## config.mk

```make
export PLATFORM = sky130hd
export DESIGN_NAME = sss_supervisor
export DESIGN_NICKNAME = d
export VERILOG_FILES = /design/src/sss_pkg.sv /design/src/sss_tmo.sv /design/src/sss_evt_cnt.sv /design/src/sss_supervisor.sv
export SDC_FILE = /design/constraint.sdc
export NUM_CORES = 2
export LEC_CHECK = 0
export BUFFER_PORTS_ARGS = -buffer_cell sky130_fd_sc_hd__buf_2
export CORE_MARGIN = 3
export CORE_UTILIZATION = 60
export CTS_BUF_LIST = sky130_fd_sc_hd__clkbuf_2
export CTS_CLUSTER_SIZE = 14
export DETAILED_ROUTE_END_ITERATION = 16
export HOLD_SLACK_MARGIN = 0.06
export PLACE_DENSITY = 0.76
export RECOVER_POWER = 100
export SYNTH_ARGS = -nofsm -noshare
export SYNTH_HDL_FRONTEND = slang
export SYNTH_SLANG_ARGS = --single-unit
```

## constraint.sdc

```tcl
create_clock -name pclk -period 53.8 [get_ports pclk]
set_clock_uncertainty 0.05 [all_clocks]
set_input_delay 2.69 -clock pclk [delete_from_list [all_inputs] [get_ports pclk]]
set_output_delay 2.69 -clock pclk [all_outputs]
set_load 0.005 [all_outputs]
```

## src/sss_pkg.sv

```systemverilog
// sss_pkg: constants, types and reset values of the servo speed supervisor
package sss_pkg;
	// clock and units
	localparam int unsigned CLK_HZ       = 100_000_000;
	localparam int unsigned MS_PER_TENTH = 100;
	localparam int unsigned MS_CYCLES    = CLK_HZ / 1000;
	localparam int unsigned TENTH_CYCLES = MS_CYCLES * MS_PER_TENTH;
	localparam int unsigned SPM_STEP     = 40;
	localparam int unsigned RPM_STEP     = 20;
	localparam int unsigned PWR_STEP_MS  = 4;
	localparam int unsigned FWD_STEPS    = 5;
	localparam int unsigned LAST_STITCH  = FWD_STEPS - 1;
	// register byte offsets
	localparam logic [11:0] OFS_CTRL   = 12'h000;
	localparam logic [11:0] OFS_SLOW_A = 12'h004;
	localparam logic [11:0] OFS_SLOW_B = 12'h008;
	localparam logic [11:0] OFS_BND_A  = 12'h00C;
	localparam logic [11:0] OFS_BND_B  = 12'h010;
	localparam logic [11:0] OFS_PSPD_A = 12'h014;
	localparam logic [11:0] OFS_PSPD_B = 12'h018;
	localparam logic [11:0] OFS_LIMIT  = 12'h01C;
	localparam logic [11:0] OFS_TIMES  = 12'h020;
	localparam logic [11:0] OFS_PWROFF = 12'h024;
	localparam logic [11:0] OFS_THR    = 12'h028;
	localparam logic [11:0] OFS_SCALE  = 12'h02C;
	localparam logic [11:0] OFS_STAT   = 12'h030;
	localparam logic [11:0] OFS_MASK   = 12'h034;
	localparam logic [11:0] OFS_RUNST  = 12'h038;
	// status bit positions
	localparam int unsigned ST_SYNC = 0;
	localparam int unsigned ST_OVL  = 1;
	localparam int unsigned ST_PWR  = 2;
	localparam int unsigned ST_AB   = 3;
	localparam int unsigned ST_RSTB = 4;
	localparam int unsigned ST_REV  = 5;
	localparam int unsigned ST_SLOW = 6;
	localparam int unsigned ST_W    = 7;
	typedef logic [7:0] sss_code_t;
	typedef enum logic [1:0] {
		SS_IDLE = 2'b00,
		SS_SLOW = 2'b01,
		SS_RUN  = 2'b10
	} sss_state_e;
	// all programmable settings except the interrupt mask
	typedef struct packed {
		logic                slow_trim;
		logic                slow_stop;
		logic                spd_sel;
		logic [1:0]          scale;
		logic [4:0][7:0]     slow;
		logic [4:0][6:0]     bnd;
		logic [4:0][7:0]     pspd;
		logic [7:0]          max_rpm;
		logic [10:0]         sync_t;
		logic [10:0]         ovl_t;
		logic [7:0]          pwr;
		logic [7:0]          thr_ab;
		logic [7:0]          thr_rb;
		logic [7:0]          thr_rv;
		logic [7:0]          a2;
		logic [7:0]          updn;
	} sss_cfg_s;
	// synchronised pin group
	typedef struct packed {
		logic sync;
		logic sup_ok;
		logic a;
		logic b;
		logic r;
		logic s;
		logic t;
	} sss_pins_s;
	localparam logic [4:0][7:0] SLOW_DEF = {8'(1680 / SPM_STEP), 8'(1000 / SPM_STEP),
		8'(640 / SPM_STEP), 8'(400 / SPM_STEP), 8'(400 / SPM_STEP)};
	localparam logic [4:0][7:0] BUILTIN_SLOW = SLOW_DEF;
	localparam sss_cfg_s CFG_RST = '{
		slow_trim: 1'b0, slow_stop: 1'b0, spd_sel: 1'b0, scale: 2'h1,
		slow: SLOW_DEF,
		bnd: {7'h3B, 7'h2F, 7'h26, 7'h16, 7'h11},
		pspd: {8'(9960 / SPM_STEP), 8'(5480 / SPM_STEP), 8'(4000 / SPM_STEP),
			8'(920 / SPM_STEP), 8'(440 / SPM_STEP)},
		max_rpm: 8'(4000 / RPM_STEP), sync_t: 11'h028, ovl_t: 11'h01E,
		pwr: 8'(4 / PWR_STEP_MS), thr_ab: 8'h04, thr_rb: 8'h04, thr_rv: 8'h04,
		a2: 8'(4000 / SPM_STEP), updn: 8'(4000 / SPM_STEP)};
endpackage : sss_pkg

```

## src/sss_tmo.sv

```systemverilog
// sss_tmo: tick-based watchdog that fires once when its wait runs past a limit
module sss_tmo
	import sss_pkg::*;
(
	input  wire logic        pclk,
	input  wire logic        presetn,
	input  wire logic        en,
	input  wire logic        restart,
	input  wire logic        tick,
	input  wire logic [10:0] limit,
	output logic             expired
);
	logic [10:0] cnt_q;

	// fires on the tick that completes the limit
	assign expired = en && !restart && tick && (limit != 11'h000) && (cnt_q == 11'(limit - 11'h001));

	// counter cleared whenever the awaited event shows up
	always_ff @(posedge pclk or negedge presetn) begin
		if (!presetn) begin
			cnt_q <= 11'h000;
		end else if (!en || restart) begin
			cnt_q <= 11'h000;
		end else if (tick && cnt_q != limit) begin
			cnt_q <= 11'(cnt_q + 11'h001);
		end
	end

	tmo_clear_a: assert property (@(posedge pclk) disable iff (!presetn) restart |=> cnt_q == 11'h000)
		else $error("watchdog count not cleared on its event");
endmodule : sss_tmo

```

## src/sss_evt_cnt.sv

```systemverilog
// sss_evt_cnt: counts bad encoder detections and flags the threshold
module sss_evt_cnt
	import sss_pkg::*;
(
	input  wire logic       pclk,
	input  wire logic       presetn,
	input  wire logic       evt,
	input  wire logic       clr,
	input  wire logic [7:0] thr,
	output logic            hit
);
	logic [7:0] cnt_q;

	// threshold reached by this detection
	assign hit = evt && (thr != 8'h00) && (cnt_q == 8'(thr - 8'h01));

	// saturating detection count
	always_ff @(posedge pclk or negedge presetn) begin
		if (!presetn) begin
			cnt_q <= 8'h00;
		end else if (clr) begin
			cnt_q <= 8'h00;
		end else if (evt && cnt_q != 8'hFF) begin
			cnt_q <= 8'(cnt_q + 8'h01);
		end
	end

	cnt_hit_a: assert property (@(posedge pclk) disable iff (!presetn) hit && !clr |=> cnt_q == $past(thr))
		else $error("encoder fault flagged off threshold");
endmodule : sss_evt_cnt

```

## src/sss_supervisor.sv

```systemverilog
// sss_supervisor: slow start, pedal curve, speed ceiling and motor supervision
module sss_supervisor
	import sss_pkg::*;
#(
	parameter int unsigned TICK_CYCLES = TENTH_CYCLES,
	parameter int unsigned MS_TICKS    = MS_CYCLES
) (
	input  wire logic        pclk,
	input  wire logic        presetn,
	input  wire logic        psel,
	input  wire logic        penable,
	input  wire logic        pwrite,
	input  wire logic [11:0] paddr,
	input  wire logic [31:0] pwdata,
	output logic [31:0]      prdata,
	output logic             pready,
	output logic             pslverr,
	input  wire logic [9:0]  pedal_level,
	input  wire logic        trim_done,
	input  wire logic [13:0] motor_rpm,
	input  wire sss_pins_s   pins,
	output logic [13:0]      speed_cmd,
	output logic             slow_active,
	output logic             irq
);
	sss_cfg_s        cfg_q;
	sss_state_e      state_q;
	sss_pins_s       meta_q, pin_q, prev_q;
	logic [2:0]      idx_q, step;
	logic [ST_W-1:0] stat_q, mask_q, ev, w1c;
	logic [13:0]     speed_cmd_q, cmd_d;
	logic [31:0]     prdata_q, rd_d;
	logic            pslverr_q, rd_err, armed_q, fault, wr_en;
	logic [23:0]     tick_cnt_q, ms_cnt_q;
	logic            tick, ms_tick, sync_rise;
	logic [7:0]      pedal_code, curve_code, slow_code, code;
	logic [2:0]      sec_now, sec_prev;
	logic            rst_chg, ab_bad, rst_bad, rst_rev;
	logic            sync_exp, ovl_exp, pwr_exp, hit_ab, hit_rb, hit_rv;

	// forward step reached by the quantised stroke
	function automatic logic [2:0] fwd_step(input logic [5:0] q, input logic [4:0][6:0] bnd);
		logic [2:0] n;
		n = 3'h0;
		for (int i = 0; i < FWD_STEPS; i++) begin
			if ({1'b0, q} >= bnd[i]) begin
				n = 3'(i + 1);
			end
		end
		return n;
	endfunction : fwd_step

	// speed code to rpm command, limited by the ceiling
	function automatic logic [13:0] clamp_cmd(input logic [7:0] c, input logic [7:0] lim);
		logic [13:0] s, l;
		s = 14'(c) * 14'(SPM_STEP);
		l = 14'(lim) * 14'(RPM_STEP);
		return (s > l) ? l : s;
	endfunction : clamp_cmd

	// rescale a curve point so the top step lands on the target
	function automatic logic [7:0] scale(input logic [7:0] c, input logic [7:0] tgt, input logic [7:0] top);
		logic [15:0] p;
		p = 16'h0000;
		if (top == 8'h00) begin
			return c;
		end
		p = (16'(c) * 16'(tgt)) / 16'(top);
		return (p > 16'h00FF) ? 8'hFF : p[7:0];
	endfunction : scale

	// commutation sector, 7 for an illegal pattern
	function automatic logic [2:0] hall_sec(input logic [2:0] h);
		case (h)
			3'b001: return 3'h0;
			3'b011: return 3'h1;
			3'b010: return 3'h2;
			3'b110: return 3'h3;
			3'b100: return 3'h4;
			3'b101: return 3'h5;
			default: return 3'h7;
		endcase
	endfunction : hall_sec

	// two-stage synchroniser plus edge history for all pins
	always_ff @(posedge pclk or negedge presetn) begin
		if (!presetn) begin
			meta_q <= '0;
			pin_q  <= '0;
			prev_q <= '0;
		end else begin
			meta_q <= pins;
			pin_q  <= meta_q;
			prev_q <= pin_q;
		end
	end

	// common periodic ticks
	always_ff @(posedge pclk or negedge presetn) begin
		if (!presetn) begin
			tick_cnt_q <= 24'h000000;
			ms_cnt_q   <= 24'h000000;
		end else begin
			tick_cnt_q <= tick ? 24'h000000 : 24'(tick_cnt_q + 24'h000001);
			ms_cnt_q   <= ms_tick ? 24'h000000 : 24'(ms_cnt_q + 24'h000001);
		end
	end
	assign tick    = (tick_cnt_q == 24'(TICK_CYCLES - 1));
	assign ms_tick = (ms_cnt_q == 24'(MS_TICKS - 1));

	// apb access strobes
	assign wr_en   = psel && penable && pwrite;
	assign pready  = 1'b1;
	assign prdata  = prdata_q;
	assign pslverr = pslverr_q;
	assign w1c     = (wr_en && paddr == OFS_STAT) ? pwdata[ST_W-1:0] : '0;

	// settings, loaded with defaults at reset
	always_ff @(posedge pclk or negedge presetn) begin
		if (!presetn) begin
			cfg_q  <= CFG_RST;
			mask_q <= '0;
		end else if (wr_en) begin
			if (paddr == OFS_CTRL) begin
				{cfg_q.scale, cfg_q.spd_sel, cfg_q.slow_stop, cfg_q.slow_trim} <= pwdata[4:0];
			end else if (paddr == OFS_SLOW_A) begin
				cfg_q.slow[3:0] <= pwdata;
			end else if (paddr == OFS_SLOW_B) begin
				cfg_q.slow[4] <= pwdata[7:0];
			end else if (paddr == OFS_BND_A) begin
				cfg_q.bnd[3:0] <= {pwdata[30:24], pwdata[22:16], pwdata[14:8], pwdata[6:0]};
			end else if (paddr == OFS_BND_B) begin
				cfg_q.bnd[4] <= pwdata[6:0];
			end else if (paddr == OFS_PSPD_A) begin
				cfg_q.pspd[3:0] <= pwdata;
			end else if (paddr == OFS_PSPD_B) begin
				cfg_q.pspd[4] <= pwdata[7:0];
			end else if (paddr == OFS_LIMIT) begin
				cfg_q.max_rpm <= pwdata[7:0];
			end else if (paddr == OFS_TIMES) begin
				{cfg_q.ovl_t, cfg_q.sync_t} <= {pwdata[26:16], pwdata[10:0]};
			end else if (paddr == OFS_PWROFF) begin
				cfg_q.pwr <= pwdata[7:0];
			end else if (paddr == OFS_THR) begin
				{cfg_q.thr_rv, cfg_q.thr_rb, cfg_q.thr_ab} <= pwdata[23:0];
			end else if (paddr == OFS_SCALE) begin
				{cfg_q.updn, cfg_q.a2} <= pwdata[15:0];
			end else if (paddr == OFS_MASK) begin
				mask_q <= pwdata[ST_W-1:0];
			end
		end
	end

	// read mux, unmapped addresses answer with an error
	always_comb begin
		rd_d   = 32'h00000000;
		rd_err = 1'b0;
		if (paddr == OFS_CTRL) begin
			rd_d = {27'h0, cfg_q.scale, cfg_q.spd_sel, cfg_q.slow_stop, cfg_q.slow_trim};
		end else if (paddr == OFS_SLOW_A) begin
			rd_d = cfg_q.slow[3:0];
		end else if (paddr == OFS_SLOW_B) begin
			rd_d = {24'h0, cfg_q.slow[4]};
		end else if (paddr == OFS_BND_A) begin
			rd_d = {1'b0, cfg_q.bnd[3], 1'b0, cfg_q.bnd[2], 1'b0, cfg_q.bnd[1], 1'b0, cfg_q.bnd[0]};
		end else if (paddr == OFS_BND_B) begin
			rd_d = {25'h0, cfg_q.bnd[4]};
		end else if (paddr == OFS_PSPD_A) begin
			rd_d = cfg_q.pspd[3:0];
		end else if (paddr == OFS_PSPD_B) begin
			rd_d = {24'h0, cfg_q.pspd[4]};
		end else if (paddr == OFS_LIMIT) begin
			rd_d = {24'h0, cfg_q.max_rpm};
		end else if (paddr == OFS_TIMES) begin
			rd_d = {5'h0, cfg_q.ovl_t, 5'h0, cfg_q.sync_t};
		end else if (paddr == OFS_PWROFF) begin
			rd_d = {24'h0, cfg_q.pwr};
		end else if (paddr == OFS_THR) begin
			rd_d = {8'h0, cfg_q.thr_rv, cfg_q.thr_rb, cfg_q.thr_ab};
		end else if (paddr == OFS_SCALE) begin
			rd_d = {16'h0, cfg_q.updn, cfg_q.a2};
		end else if (paddr == OFS_STAT) begin
			rd_d = {25'h0, stat_q};
		end else if (paddr == OFS_MASK) begin
			rd_d = {25'h0, mask_q};
		end else if (paddr == OFS_RUNST) begin
			rd_d = {11'h0, state_q, idx_q, 2'h0, speed_cmd_q};
		end else begin
			rd_err = 1'b1;
		end
	end

	// answer captured in the setup cycle, shown in the access cycle
	always_ff @(posedge pclk or negedge presetn) begin
		if (!presetn) begin
			prdata_q  <= 32'h00000000;
			pslverr_q <= 1'b0;
		end else if (psel && !penable) begin
			prdata_q  <= pwrite ? 32'h00000000 : rd_d;
			pslverr_q <= rd_err;
		end
	end

	// encoder pattern checks
	assign ab_bad   = (pin_q.a != prev_q.a) && (pin_q.b != prev_q.b);
	assign sec_now  = hall_sec({pin_q.r, pin_q.s, pin_q.t});
	assign sec_prev = hall_sec({prev_q.r, prev_q.s, prev_q.t});
	assign rst_chg  = {pin_q.r, pin_q.s, pin_q.t} != {prev_q.r, prev_q.s, prev_q.t};
	assign rst_bad  = rst_chg && sec_now == 3'h7;
	assign rst_rev  = rst_chg && sec_now != 3'h7 && sec_prev != 3'h7 &&
		sec_now == ((sec_prev == 3'h0) ? 3'h5 : 3'(sec_prev - 3'h1));
	assign sync_rise = pin_q.sync && !prev_q.sync;

	sss_evt_cnt u_cnt_ab (.pclk(pclk), .presetn(presetn), .evt(ab_bad), .clr(w1c[ST_AB]),
		.thr(cfg_q.thr_ab), .hit(hit_ab));
	sss_evt_cnt u_cnt_rb (.pclk(pclk), .presetn(presetn), .evt(rst_bad), .clr(w1c[ST_RSTB]),
		.thr(cfg_q.thr_rb), .hit(hit_rb));
	sss_evt_cnt u_cnt_rv (.pclk(pclk), .presetn(presetn), .evt(rst_rev), .clr(w1c[ST_REV]),
		.thr(cfg_q.thr_rv), .hit(hit_rv));

	// watchdogs: synchronizer, overload, power loss
	sss_tmo u_tmo_sync (.pclk(pclk), .presetn(presetn), .en(speed_cmd_q != 14'h0000),
		.restart(sync_rise), .tick(tick), .limit(cfg_q.sync_t), .expired(sync_exp));
	sss_tmo u_tmo_ovl (.pclk(pclk), .presetn(presetn), .en(speed_cmd_q != 14'h0000 && motor_rpm < speed_cmd_q),
		.restart(cmd_d != speed_cmd_q), .tick(tick), .limit(cfg_q.ovl_t), .expired(ovl_exp));
	sss_tmo u_tmo_pwr (.pclk(pclk), .presetn(presetn), .en(!pin_q.sup_ok), .restart(1'b0),
		.tick(ms_tick), .limit({1'b0, cfg_q.pwr, 2'b00}), .expired(pwr_exp));

	// sticky status, a new event wins over a clear
	assign ev = {state_q == SS_SLOW && idx_q == 3'(LAST_STITCH) && sync_rise,
		hit_rv, hit_rb, hit_ab, pwr_exp, ovl_exp, sync_exp};
	always_ff @(posedge pclk or negedge presetn) begin
		if (!presetn) begin
			stat_q <= '0;
		end else begin
			stat_q <= (stat_q & ~w1c) | ev;
		end
	end
	assign fault = |stat_q[ST_REV:ST_SYNC];
	assign irq   = |(stat_q & mask_q);

	// slow start arming after trimming or after a stop
	always_ff @(posedge pclk or negedge presetn) begin
		if (!presetn) begin
			armed_q <= 1'b0;
		end else if (state_q == SS_IDLE && step != 3'h0) begin
			armed_q <= 1'b0;
		end else if (trim_done && cfg_q.slow_trim) begin
			armed_q <= 1'b1;
		end else if (state_q == SS_RUN && step == 3'h0 && cfg_q.slow_stop) begin
			armed_q <= 1'b1;
		end
	end

	// run sequencer: slow stitches counted on synchronizer pulses
	always_ff @(posedge pclk or negedge presetn) begin
		if (!presetn) begin
			state_q <= SS_IDLE;
			idx_q   <= 3'h0;
		end else begin
			case (state_q)
				SS_IDLE: begin
					idx_q <= 3'h0;
					if (step != 3'h0) begin
						state_q <= armed_q ? SS_SLOW : SS_RUN;
					end
				end
				SS_SLOW: begin
					if (step == 3'h0) begin
						state_q <= SS_IDLE;
					end else if (sync_rise && idx_q == 3'(LAST_STITCH)) begin
						state_q <= SS_RUN;
					end else if (sync_rise) begin
						idx_q <= 3'(idx_q + 3'h1);
					end
				end
				SS_RUN: begin
					if (step == 3'h0) begin
						state_q <= SS_IDLE;
					end
				end
				default: state_q <= SS_IDLE;
			endcase
		end
	end

	// pedal curve and slow stitch speed selection
	assign step       = fwd_step(pedal_level[9:4], cfg_q.bnd);
	assign pedal_code = (step == 3'h0) ? 8'h00 : cfg_q.pspd[3'(step - 3'h1)];
	assign slow_code  = cfg_q.spd_sel ? cfg_q.slow[idx_q] : BUILTIN_SLOW[idx_q];
	always_comb begin
		case (cfg_q.scale)
			2'h0: curve_code = pedal_code;
			2'h1: curve_code = scale(pedal_code, cfg_q.a2, cfg_q.pspd[4]);
			2'h2: curve_code = scale(pedal_code, cfg_q.updn, cfg_q.pspd[4]);
			default: curve_code = pedal_code;
		endcase
		code  = (state_q == SS_SLOW) ? slow_code : (state_q == SS_RUN) ? curve_code : 8'h00;
		cmd_d = (fault || step == 3'h0) ? 14'h0000 : clamp_cmd(code, cfg_q.max_rpm);
	end

	// registered motor command
	always_ff @(posedge pclk or negedge presetn) begin
		if (!presetn) begin
			speed_cmd_q <= 14'h0000;
		end else begin
			speed_cmd_q <= cmd_d;
		end
	end
	assign speed_cmd   = speed_cmd_q;
	assign slow_active = (state_q == SS_SLOW);

	cmd_ceiling_a: assert property (@(posedge pclk) disable iff (!presetn)
		speed_cmd_q <= 14'($past(cfg_q.max_rpm)) * 14'(RPM_STEP)) else $error("command above ceiling");
	slow_first_a: assert property (@(posedge pclk) disable iff (!presetn)
		state_q == SS_SLOW && idx_q == 3'h0 && cfg_q.spd_sel && !fault && step != 3'h0
		|=> speed_cmd_q == clamp_cmd($past(cfg_q.slow[0]), $past(cfg_q.max_rpm))) else $error("first stitch speed wrong");
	slow_builtin_a: assert property (@(posedge pclk) disable iff (!presetn)
		state_q == SS_SLOW && idx_q == 3'h2 && !cfg_q.spd_sel && !fault && step != 3'h0
		|=> speed_cmd_q == clamp_cmd(BUILTIN_SLOW[2], $past(cfg_q.max_rpm))) else $error("built-in slow speed wrong");
	slow_end_a: assert property (@(posedge pclk) disable iff (!presetn)
		state_q == SS_SLOW && idx_q == 3'(LAST_STITCH) && sync_rise && step != 3'h0
		|=> state_q == SS_RUN && stat_q[ST_SLOW]) else $error("slow start did not hand over");
	trim_arm_a: assert property (@(posedge pclk) disable iff (!presetn)
		trim_done && cfg_q.slow_trim && !(state_q == SS_IDLE && step != 3'h0) |=> armed_q) else $error("slow start not armed");
	pedal_zero_a: assert property (@(posedge pclk) disable iff (!presetn)
		step == 3'h0 |=> speed_cmd_q == 14'h0000) else $error("motor driven with pedal released");
	mode0_curve_a: assert property (@(posedge pclk) disable iff (!presetn)
		state_q == SS_RUN && cfg_q.scale == 2'h0 && !fault && step != 3'h0
		|=> speed_cmd_q == clamp_cmd($past(pedal_code), $past(cfg_q.max_rpm))) else $error("mode 0 curve wrong");
	sync_err_a: assert property (@(posedge pclk) disable iff (!presetn)
		$rose(stat_q[ST_SYNC]) |-> $past(sync_exp) && $past(tick)) else $error("sync error without timeout");
	ovl_err_a: assert property (@(posedge pclk) disable iff (!presetn)
		ovl_exp |=> stat_q[ST_OVL] ##1 speed_cmd_q == 14'h0000) else $error("overload not acted on");
	pwr_err_a: assert property (@(posedge pclk) disable iff (!presetn)
		pwr_exp |-> !pin_q.sup_ok ##1 stat_q[ST_PWR]) else $error("power loss not flagged");
	rev_err_a: assert property (@(posedge pclk) disable iff (!presetn)
		hit_rv |=> stat_q[ST_REV]) else $error("reverse fault not flagged");
	rst_err_a: assert property (@(posedge pclk) disable iff (!presetn)
		hit_rb |=> stat_q[ST_RSTB]) else $error("commutation fault not flagged");
	slow_seq_c: cover property (@(posedge pclk) disable iff (!presetn) $rose(stat_q[ST_SLOW]));
	sync_err_c: cover property (@(posedge pclk) disable iff (!presetn) sync_exp);
	ovl_err_c: cover property (@(posedge pclk) disable iff (!presetn) ovl_exp);
	enc_err_c: cover property (@(posedge pclk) disable iff (!presetn) hit_ab);
endmodule : sss_supervisor

```

# After elaboration in Yosys (flattened, before gate mapping)
# Memories as Yosys holds them, arrays and structs flattened.
# Cells that the tools add are included.
# word_totals
reg_bits,390
latch_bits,0
ramBits,0
mem_bits_ro,64
input_bits,81
n_memories,1
# op_classes
add_sub_neg,17
n_mul,4
n_div,2
magnitude_cmp,11
n_eq_ne,59
shifts,0
muxes,87
n_bitwise,16
reduce_logical,89
# mem_list
name,words,width,read_ports,rd_clocked_by_memory_dff,write_ports,line_no,source
(name not given),8,8,1,0,0,sss_supervisor.sv:290,assign slow_code = cfg_q.spd_sel ? cfg_q.slow[idx_q] : BUILTIN_SLOW[idx_q];
# op_table
cell,count
$mux W32,7
$mux W8,18
$mux W24,4
$eq A12 B6 Y1 const B,7
$mux W21,4
$mux W27,3
$mux W11,6
$add A24 B1 Y24 const B,2
$bmux W8 S3,2
$eq A12 B5 Y1 const B,4
$logic_and A1 B1 Y1,41
$pmux W3 S6,2
$ge A6 B7 Y1,5
$add A11 B1 Y11 const B,3
$eq A11 B11 Y1,3
$reduce_bool A11 Y1,3
$div A16 B8 Y16,2
$gt A16 B8 Y1 const B,2
$mul A8 B8 Y16,2
$mux W14,2
$add A8 B1 Y8 const B,3
$eq A12 B4 Y1 const B,2
$eq A24 B17 Y1 const B,1
$eq A24 B24 Y1 const B,1
other kinds (63),156

# Depth between registers and ports, before layout
# depth
word_depth,29
ltp_mapped,218
depth_no_buf,203

# By module
# Synthesis repeated with hierarchy kept, for this count alone.
# hier_totals
cells_unflattened,4301
hier_area_um2,38124.1
# modules_own_cells
mod,n_inst,cells_each,area_each_um2,seq_area_each_um2
sss_supervisor,1,3664,32802.7,8368.0
sss_evt_cnt,3,84,704.4,200.2
sss_tmo at u_tmo_sync,1,127,1098.6,275.3
sss_tmo at u_tmo_ovl,1,129,1061.0,275.3
sss_tmo at u_tmo_pwr,1,129,1048.5,275.3

# Least setup slack after synthesis
# OpenSTA, ideal clock, no wires.
# synth_path
path_kind,input-to-reg
startpoint,input port pedal_level[4]
endpoint,register u_tmo_ovl.cnt_q[10]
arrival_ns,42.955
required_ns,53.670
setup_slack_ns,10.714
cell_stages,209
cell_sequence,inv_1 ha_1 nand2b_1 a21o_1 a21o_1 a21o_1 a21o_1 a21oi_1 nor2_1 o32a_1 o21a_1 clkbuf_1 clkbuf_1 ha_1 clkbuf_1 buf_1 mux2i_1 nand2_1 [... 173 more ...] ha_1 nor2b_1 o21ai_0 o21ai_0 o21a_1 o21a_1 o21ai_0 a2bb2oi_1 nor2_1 clkbuf_1 nand2_1 a21oi_1 xnor2_1 nand4_1 nor3_1 nand3_1 buf_2 nor3_2
# synth_via
elab_chain_len,25
# synth_lines
element,line_no,source
from (decl),sss_supervisor.sv:18,"input wire logic [9:0] pedal_level,"
$ge A6 B7 Y1,sss_supervisor.sv:46,"if ({1'b0, q} >= bnd[i]) begin"
$mux W1,sss_supervisor.sv:46,
$mux W3 (3 in a row),sss_supervisor.sv:46,
$mux W3 (*),sss_supervisor.sv:46,
$sub A3 B1 Y3,sss_supervisor.sv:289,assign pedal_code = (step == 3'h0) ? 8'h00 : cfg_q.pspd[3'(step - 3'h1)];
$bmux W8 S3,sss_supervisor.sv:289,
$mux W8 (not written as such),sss_supervisor.sv:289,
$mux W8,sss_supervisor.sv:289,
[... 8 more ...],--,
$mul A8 B3 Y11,sss_supervisor.sv:56,s = 14'(c) * 14'(SPM_STEP);
$gt A14 B13 Y1,sss_supervisor.sv:58,return (s > l) ? l : s;
$mux W14,sss_supervisor.sv:58,
$mux W14 (*),sss_supervisor.sv:299,"cmd_d = (fault || step == 3'h0) ? 14'h0000 : clamp_cmd(code, cfg_q.max_rpm);"
net cmd_d[9],sss_supervisor.sv:31,"logic [13:0] speed_cmd_q, cmd_d;"
$ne A14 B14 Y1 (*),sss_supervisor.sv:225,".restart(cmd_d != speed_cmd_q), .tick(tick), .limit(cfg_q.ovl_t), .expired(ovl_exp));"
$logic_or A1 B1 Y1 (*),sss_tmo.sv:22,end else if (!en || restart) begin
$mux W11 or $reduce_bool A2 Y1 (tied branches),--,
to (signal assigned),sss_tmo.sv:25,cnt_q <= 11'(cnt_q + 11'h001);
to (decl),sss_tmo.sv:13,logic [10:0] cnt_q;
# Mark *: on every way through the listed nets, which the timed path passes. The rest lies on a longest branch. The select of a mux whose other input is x is not followed.
# A chain may end at the register's enable or synchronous reset.

# Worst setup path after layout
# layout_path
startpoint,input port pedal_level[4]
endpoint,register stat_q[1]
# layout_via
elab_chain_len,29
# layout_lines
element,line_no,source
$ge A6 B7 Y1,sss_supervisor.sv:46,
$mux W1,sss_supervisor.sv:46,
$mux W3 (3 in a row),sss_supervisor.sv:46,
$mux W3 (*),sss_supervisor.sv:46,
$sub A3 B1 Y3,sss_supervisor.sv:289,
$bmux W8 S3,sss_supervisor.sv:289,
$mux W8 (not written as such),sss_supervisor.sv:289,
$mux W8,sss_supervisor.sv:289,
[... 9 more ...],--,
$gt A14 B13 Y1,sss_supervisor.sv:58,
$mux W14,sss_supervisor.sv:58,
$mux W14 (*),sss_supervisor.sv:299,
net cmd_d[6],sss_supervisor.sv:31,
$ne A14 B14 Y1 (*),sss_supervisor.sv:225,
$logic_not A1 Y1 (*),sss_tmo.sv:16,assign expired = en && !restart && tick && (limit != 11'h000) && (cnt_q == 11'(limit - 11'h001));
$logic_and A1 B1 Y1 (*) (4 in a row),sss_tmo.sv:16,
$or A7 B7 Y7 (*),sss_supervisor.sv:236,stat_q <= (stat_q & ~w1c) | ev;
to (signal assigned),sss_supervisor.sv:236,
to (decl),sss_supervisor.sv:30,"logic [ST_W-1:0] stat_q, mask_q, ev, w1c;"
# Marked as above.

==> results.json <==
{
  "status": "complete, but fails checks",
  "violations": "max-capacitance violations, max-slew violations",
  "synth_edf_count": 0,
  "dieHeight_um": 256,
  "synth.top_cell.area_share_pct": 21.4,
  "timing.final.ws_setup_ps": 4480,
  "die_area_um2": 65400,
  "synthAdderAreaFrac_pct": 16.6,
  "crit_buf_inv": 8,
  "ys_ff_latch": 388,
  "ys.flop_type": "dfrtp_1",
  "core_um2": 61000,
  "clk_pin_slew_worst_paths_ps": 120,
  "hold_path.class": "reg2reg",
  "htreeDepth": 3,
  "hold_ws_ps": 279,
  "ant_nets": 0,
  "die_w_um": 256,
  "r2r_start": "cfg_q[126]$_DFFE_PN1P_",
  "async_flop_share_pct": 100,
  "reg2reg_slack_ps": 6190,
  "timing.final.hold_violations": 0,
  "grt_setup_unrepaired": "no",
  "drv_cap": 11,
  "r2r-end": "stat_q[1]$_DFF_PN0_",
  "worstSetupPathType": "in2reg",
  "endpoint": "stat_q[1]$_DFF_PN0_",
  "dp_hpwl_mm": 80.3,
  "track_usage_pct": 31.6,
  "cts-buffers-inserted": 91,
  "synthSimpleGateAreaFrac_pct": 18.2,
  "post-cts-setup-buffers": 0,
  "root_buffer": "clkbuf_2",
  "yosys-top-cells-count": "ha_1 (377), nand2_1 (352), dfrtp_1 (320), nor2_1 (309), inv_1 (244)",
  "clock_latency_ps": 1070,
  "io_buffers": 121,
  "grt_pass1_vias": 32000,
  "drive_above_1_share_pct": 15.1,
  "p_sw_share_pct": 32.4,
  "dr_total_vias": 33100,
  "final-setup-viol-count": 0,
  "syn_inst": 4220,
  "cp.arrival_ps": 50140,
  "hold_buffers": 0,
  "worst_pin_slew_ps": 6600,
  "drt_iter0_drc": 2875,
  "ios": 131,
  "cp_max_fo": 19,
  "synth_top_family_by_area": "compound AO/OA/AOI/OAI gates",
  "cp_top_family": "compound AO/OA/AOI/OAI gates",
  "drc": 0,
  "yosys-top-cells-area": "dfrtp_1 (21%), ha_1 (13%), mux2_2 (6.8%)",
  "leakage_uw": 0.0195,
  "start_util_pct": 61.3,
  "peakVddDrop_uv": 28.6,
  "share_comb_of_total_power_pct": 16.7,
  "synth_most_common_cell": "ha_1",
  "start_kind": "primary input",
  "setup-tns-final_ps": 0,
  "avgRoutedWirePerCell_um": 20.0,
  "avgSynthCellArea_um2": 8.87,
  "syn_area_um2": 37400,
  "syn_to_final_growth_pct": 5.87,
  "antenna_found_initial": 3,
  "max_freq_ghz": 0.0203,
  "routed_wl_mm": 105,
  "slew_headroom_pct": -340,
  "std_cell_rows": 90,
  "grt_remaining_overflow": 0,
  "synth_xor_area_share_pct": 6.79,
  "fin_area_um2": 39600,
  "cts_tree": "built",
  "grt_pass1_wl_mm": 169,
  "pwr-share-clk_pct": 32.9,
  "cp_data_required_time_ps": 54630,
  "dpl_cell_area_um2": 38900,
  "p_int_uw": 429,
  "yosysSeqAreaShare_pct": 26.2,
  "critPathLaunch": "pedal_level[4]",
  "drv_slew": 557,
  "synthMuxAreaShare_pct": 8.66,
  "final_nets": 4863,
  "critPathCaptureType": "register",
  "grt_max_degree": 127,
  "synth_cell_types": 114,
  "synth-compound-area-share_pct": 19.5,
  "crit_top_cell": "o21a_1",
  "switchingPower_uw": 206,
  "cts.sinks": 388,
  "p_seq_share_pct": 50.4,
  "p_per_area_nw_per_um2": 16.0,
  "yosys.area.top_type": "dfrtp_1",
  "cts_buffer_depth": 3,
  "drtPass1Iterations": 8,
  "gp_congestion": 0.998,
  "ctsResizeCount": 0,
  "dp_slack_ps": 4010,
  "cp_slowest_stage_delay_ps": 1100,
  "viasPerCell": 6.31,
  "period_needed_ps": 49320,
  "slowest_stage": "ha_1",
  "period_share_pct": 91.7,
  "crit_cells": 187,
  "yosys_warnings": 0,
  "worst-r2r-cell-count": 185
}
## power by group through the flow
stage | registers, uW | logic, uW | clock network [uW]
2_1_floorplan | 318 | 74.9 | 0
3_3_place_gp | 324 | 103 | 0
3_5_place_dp | 325 | 105 | 0
4_1_cts | 319 | 106 | 212
5_1_grt | 321 | 119 | 227
6_report | 320 | 106 | 209
## flip-flops by register name (all words and copies together) (netlist names), 8 cells and up
name              cells
u_tmo_pwr.cnt_q      11
tick_cnt_q           24
u_cnt_rv.cnt_q        8
u_cnt_ab.cnt_q        8
cfg_q               198
u_tmo_sync.cnt_q     11
speed_cmd            12
u_tmo_ovl.cnt_q      11
prdata               32
u_cnt_rb.cnt_q        8
ms_cnt_q             24
## cell type report
cell class / instances / area (um2)
multi-input cells: 3447 / 26100
flip-flops and latches: 388 / 9790
well taps: 828 / 1040
clock buffers: 136 / 681
repair buffers: 158 / 805
fillers: 5432 / 21400
diodes: 4 / 10.0
inverters: 245 / 920
clock inverters: 35 / 239
## per-layer routing
metal  track usage (%)  wire (um)  vias to the layer above
met5                 0          0                        -
met4              14.6       5450                        0
met3              4.72       7380                      301
met2              52.0      48000                     1181
met1              41.1      44100                    15900
li1                  -          -                    15700
## worst min-delay path by stage
| stage | from | end | depth (start not counted) |
|---|---|---|---|
| after CTS | meta_q[2]$_DFF_PN0_ | pin_q[2]$_DFF_PN0_ | 0 |
| after global placement | meta_q[4]$_DFF_PN0_ | pin_q[4]$_DFF_PN0_ | 0 |
| final | meta_q[2]$_DFF_PN0_ | pin_q[2]$_DFF_PN0_ | 0 |
| after global routing | meta_q[5]$_DFF_PN0_ | pin_q[5]$_DFF_PN0_ | 0 |
| after detailed placement | meta_q[4]$_DFF_PN0_ | pin_q[4]$_DFF_PN0_ | 0 |
| after floorplan | meta_q[0]$_DFF_PN0_ | pin_q[0]$_DFF_PN0_ | 0 |
## per-stage QoR
step                      total power (uW)  instances  utilization (%)
after floorplan                        393       4222                -
final                                  634       5241             64.9
after global routing                   667       5241             64.9
after global placement                 427       5066             63.7
after detailed placement               430       5066             63.7
after CTS                              637       5237             65.2
## kinds of logic (layout without fill, tap and decap cells)
family / Yosys count / after routing
AND/OR/NAND/NOR: 1362 / 1362
AO/OA/AOI/OAI: 1054 / 1054
adder cells (fa/ha/maj): 452 / 452
flip-flops: 388 / 388
buffers and inverters: 387 / 574
XOR/XNOR: 290 / 290
multiplexers: 285 / 285
other: 2 / 8
## placed cells by master, fill, tap and decap left out, types with 28 or more instances in the layout
| cell | count |
|---|---|
| o211ai_1 | 48 |
| inv_1 | 244 |
| a211oi_1 | 38 |
| xor2_1 | 119 |
| or3_1 | 35 |
| ha_1 | 377 |
| dfrtp_1 | 320 |
| mux2_2 | 225 |
| a31oi_1 | 35 |
| a22oi_1 | 35 |
| nand2b_1 | 54 |
| fa_1 | 74 |
| clkbuf_1 | 41 |
| nand3_1 | 92 |
| buf_2 | 91 |
| nor2_1 | 307 |
| and2_1 | 124 |
| xnor2_1 | 171 |
| a21oi_1 | 223 |
| o21ai_0 | 177 |
| nand4_1 | 53 |
| a222oi_1 | 28 |
| nand2_1 | 352 |
| dfstp_2 | 68 |
| nor2b_1 | 35 |
| nor3_1 | 141 |
| nor4_1 | 33 |
| o21a_1 | 94 |
| clkbuf_2 | 136 |
| a21o_1 | 78 |
| mux2i_1 | 50 |
| o31ai_1 | 46 |
(Power assumes the default switching activity.)
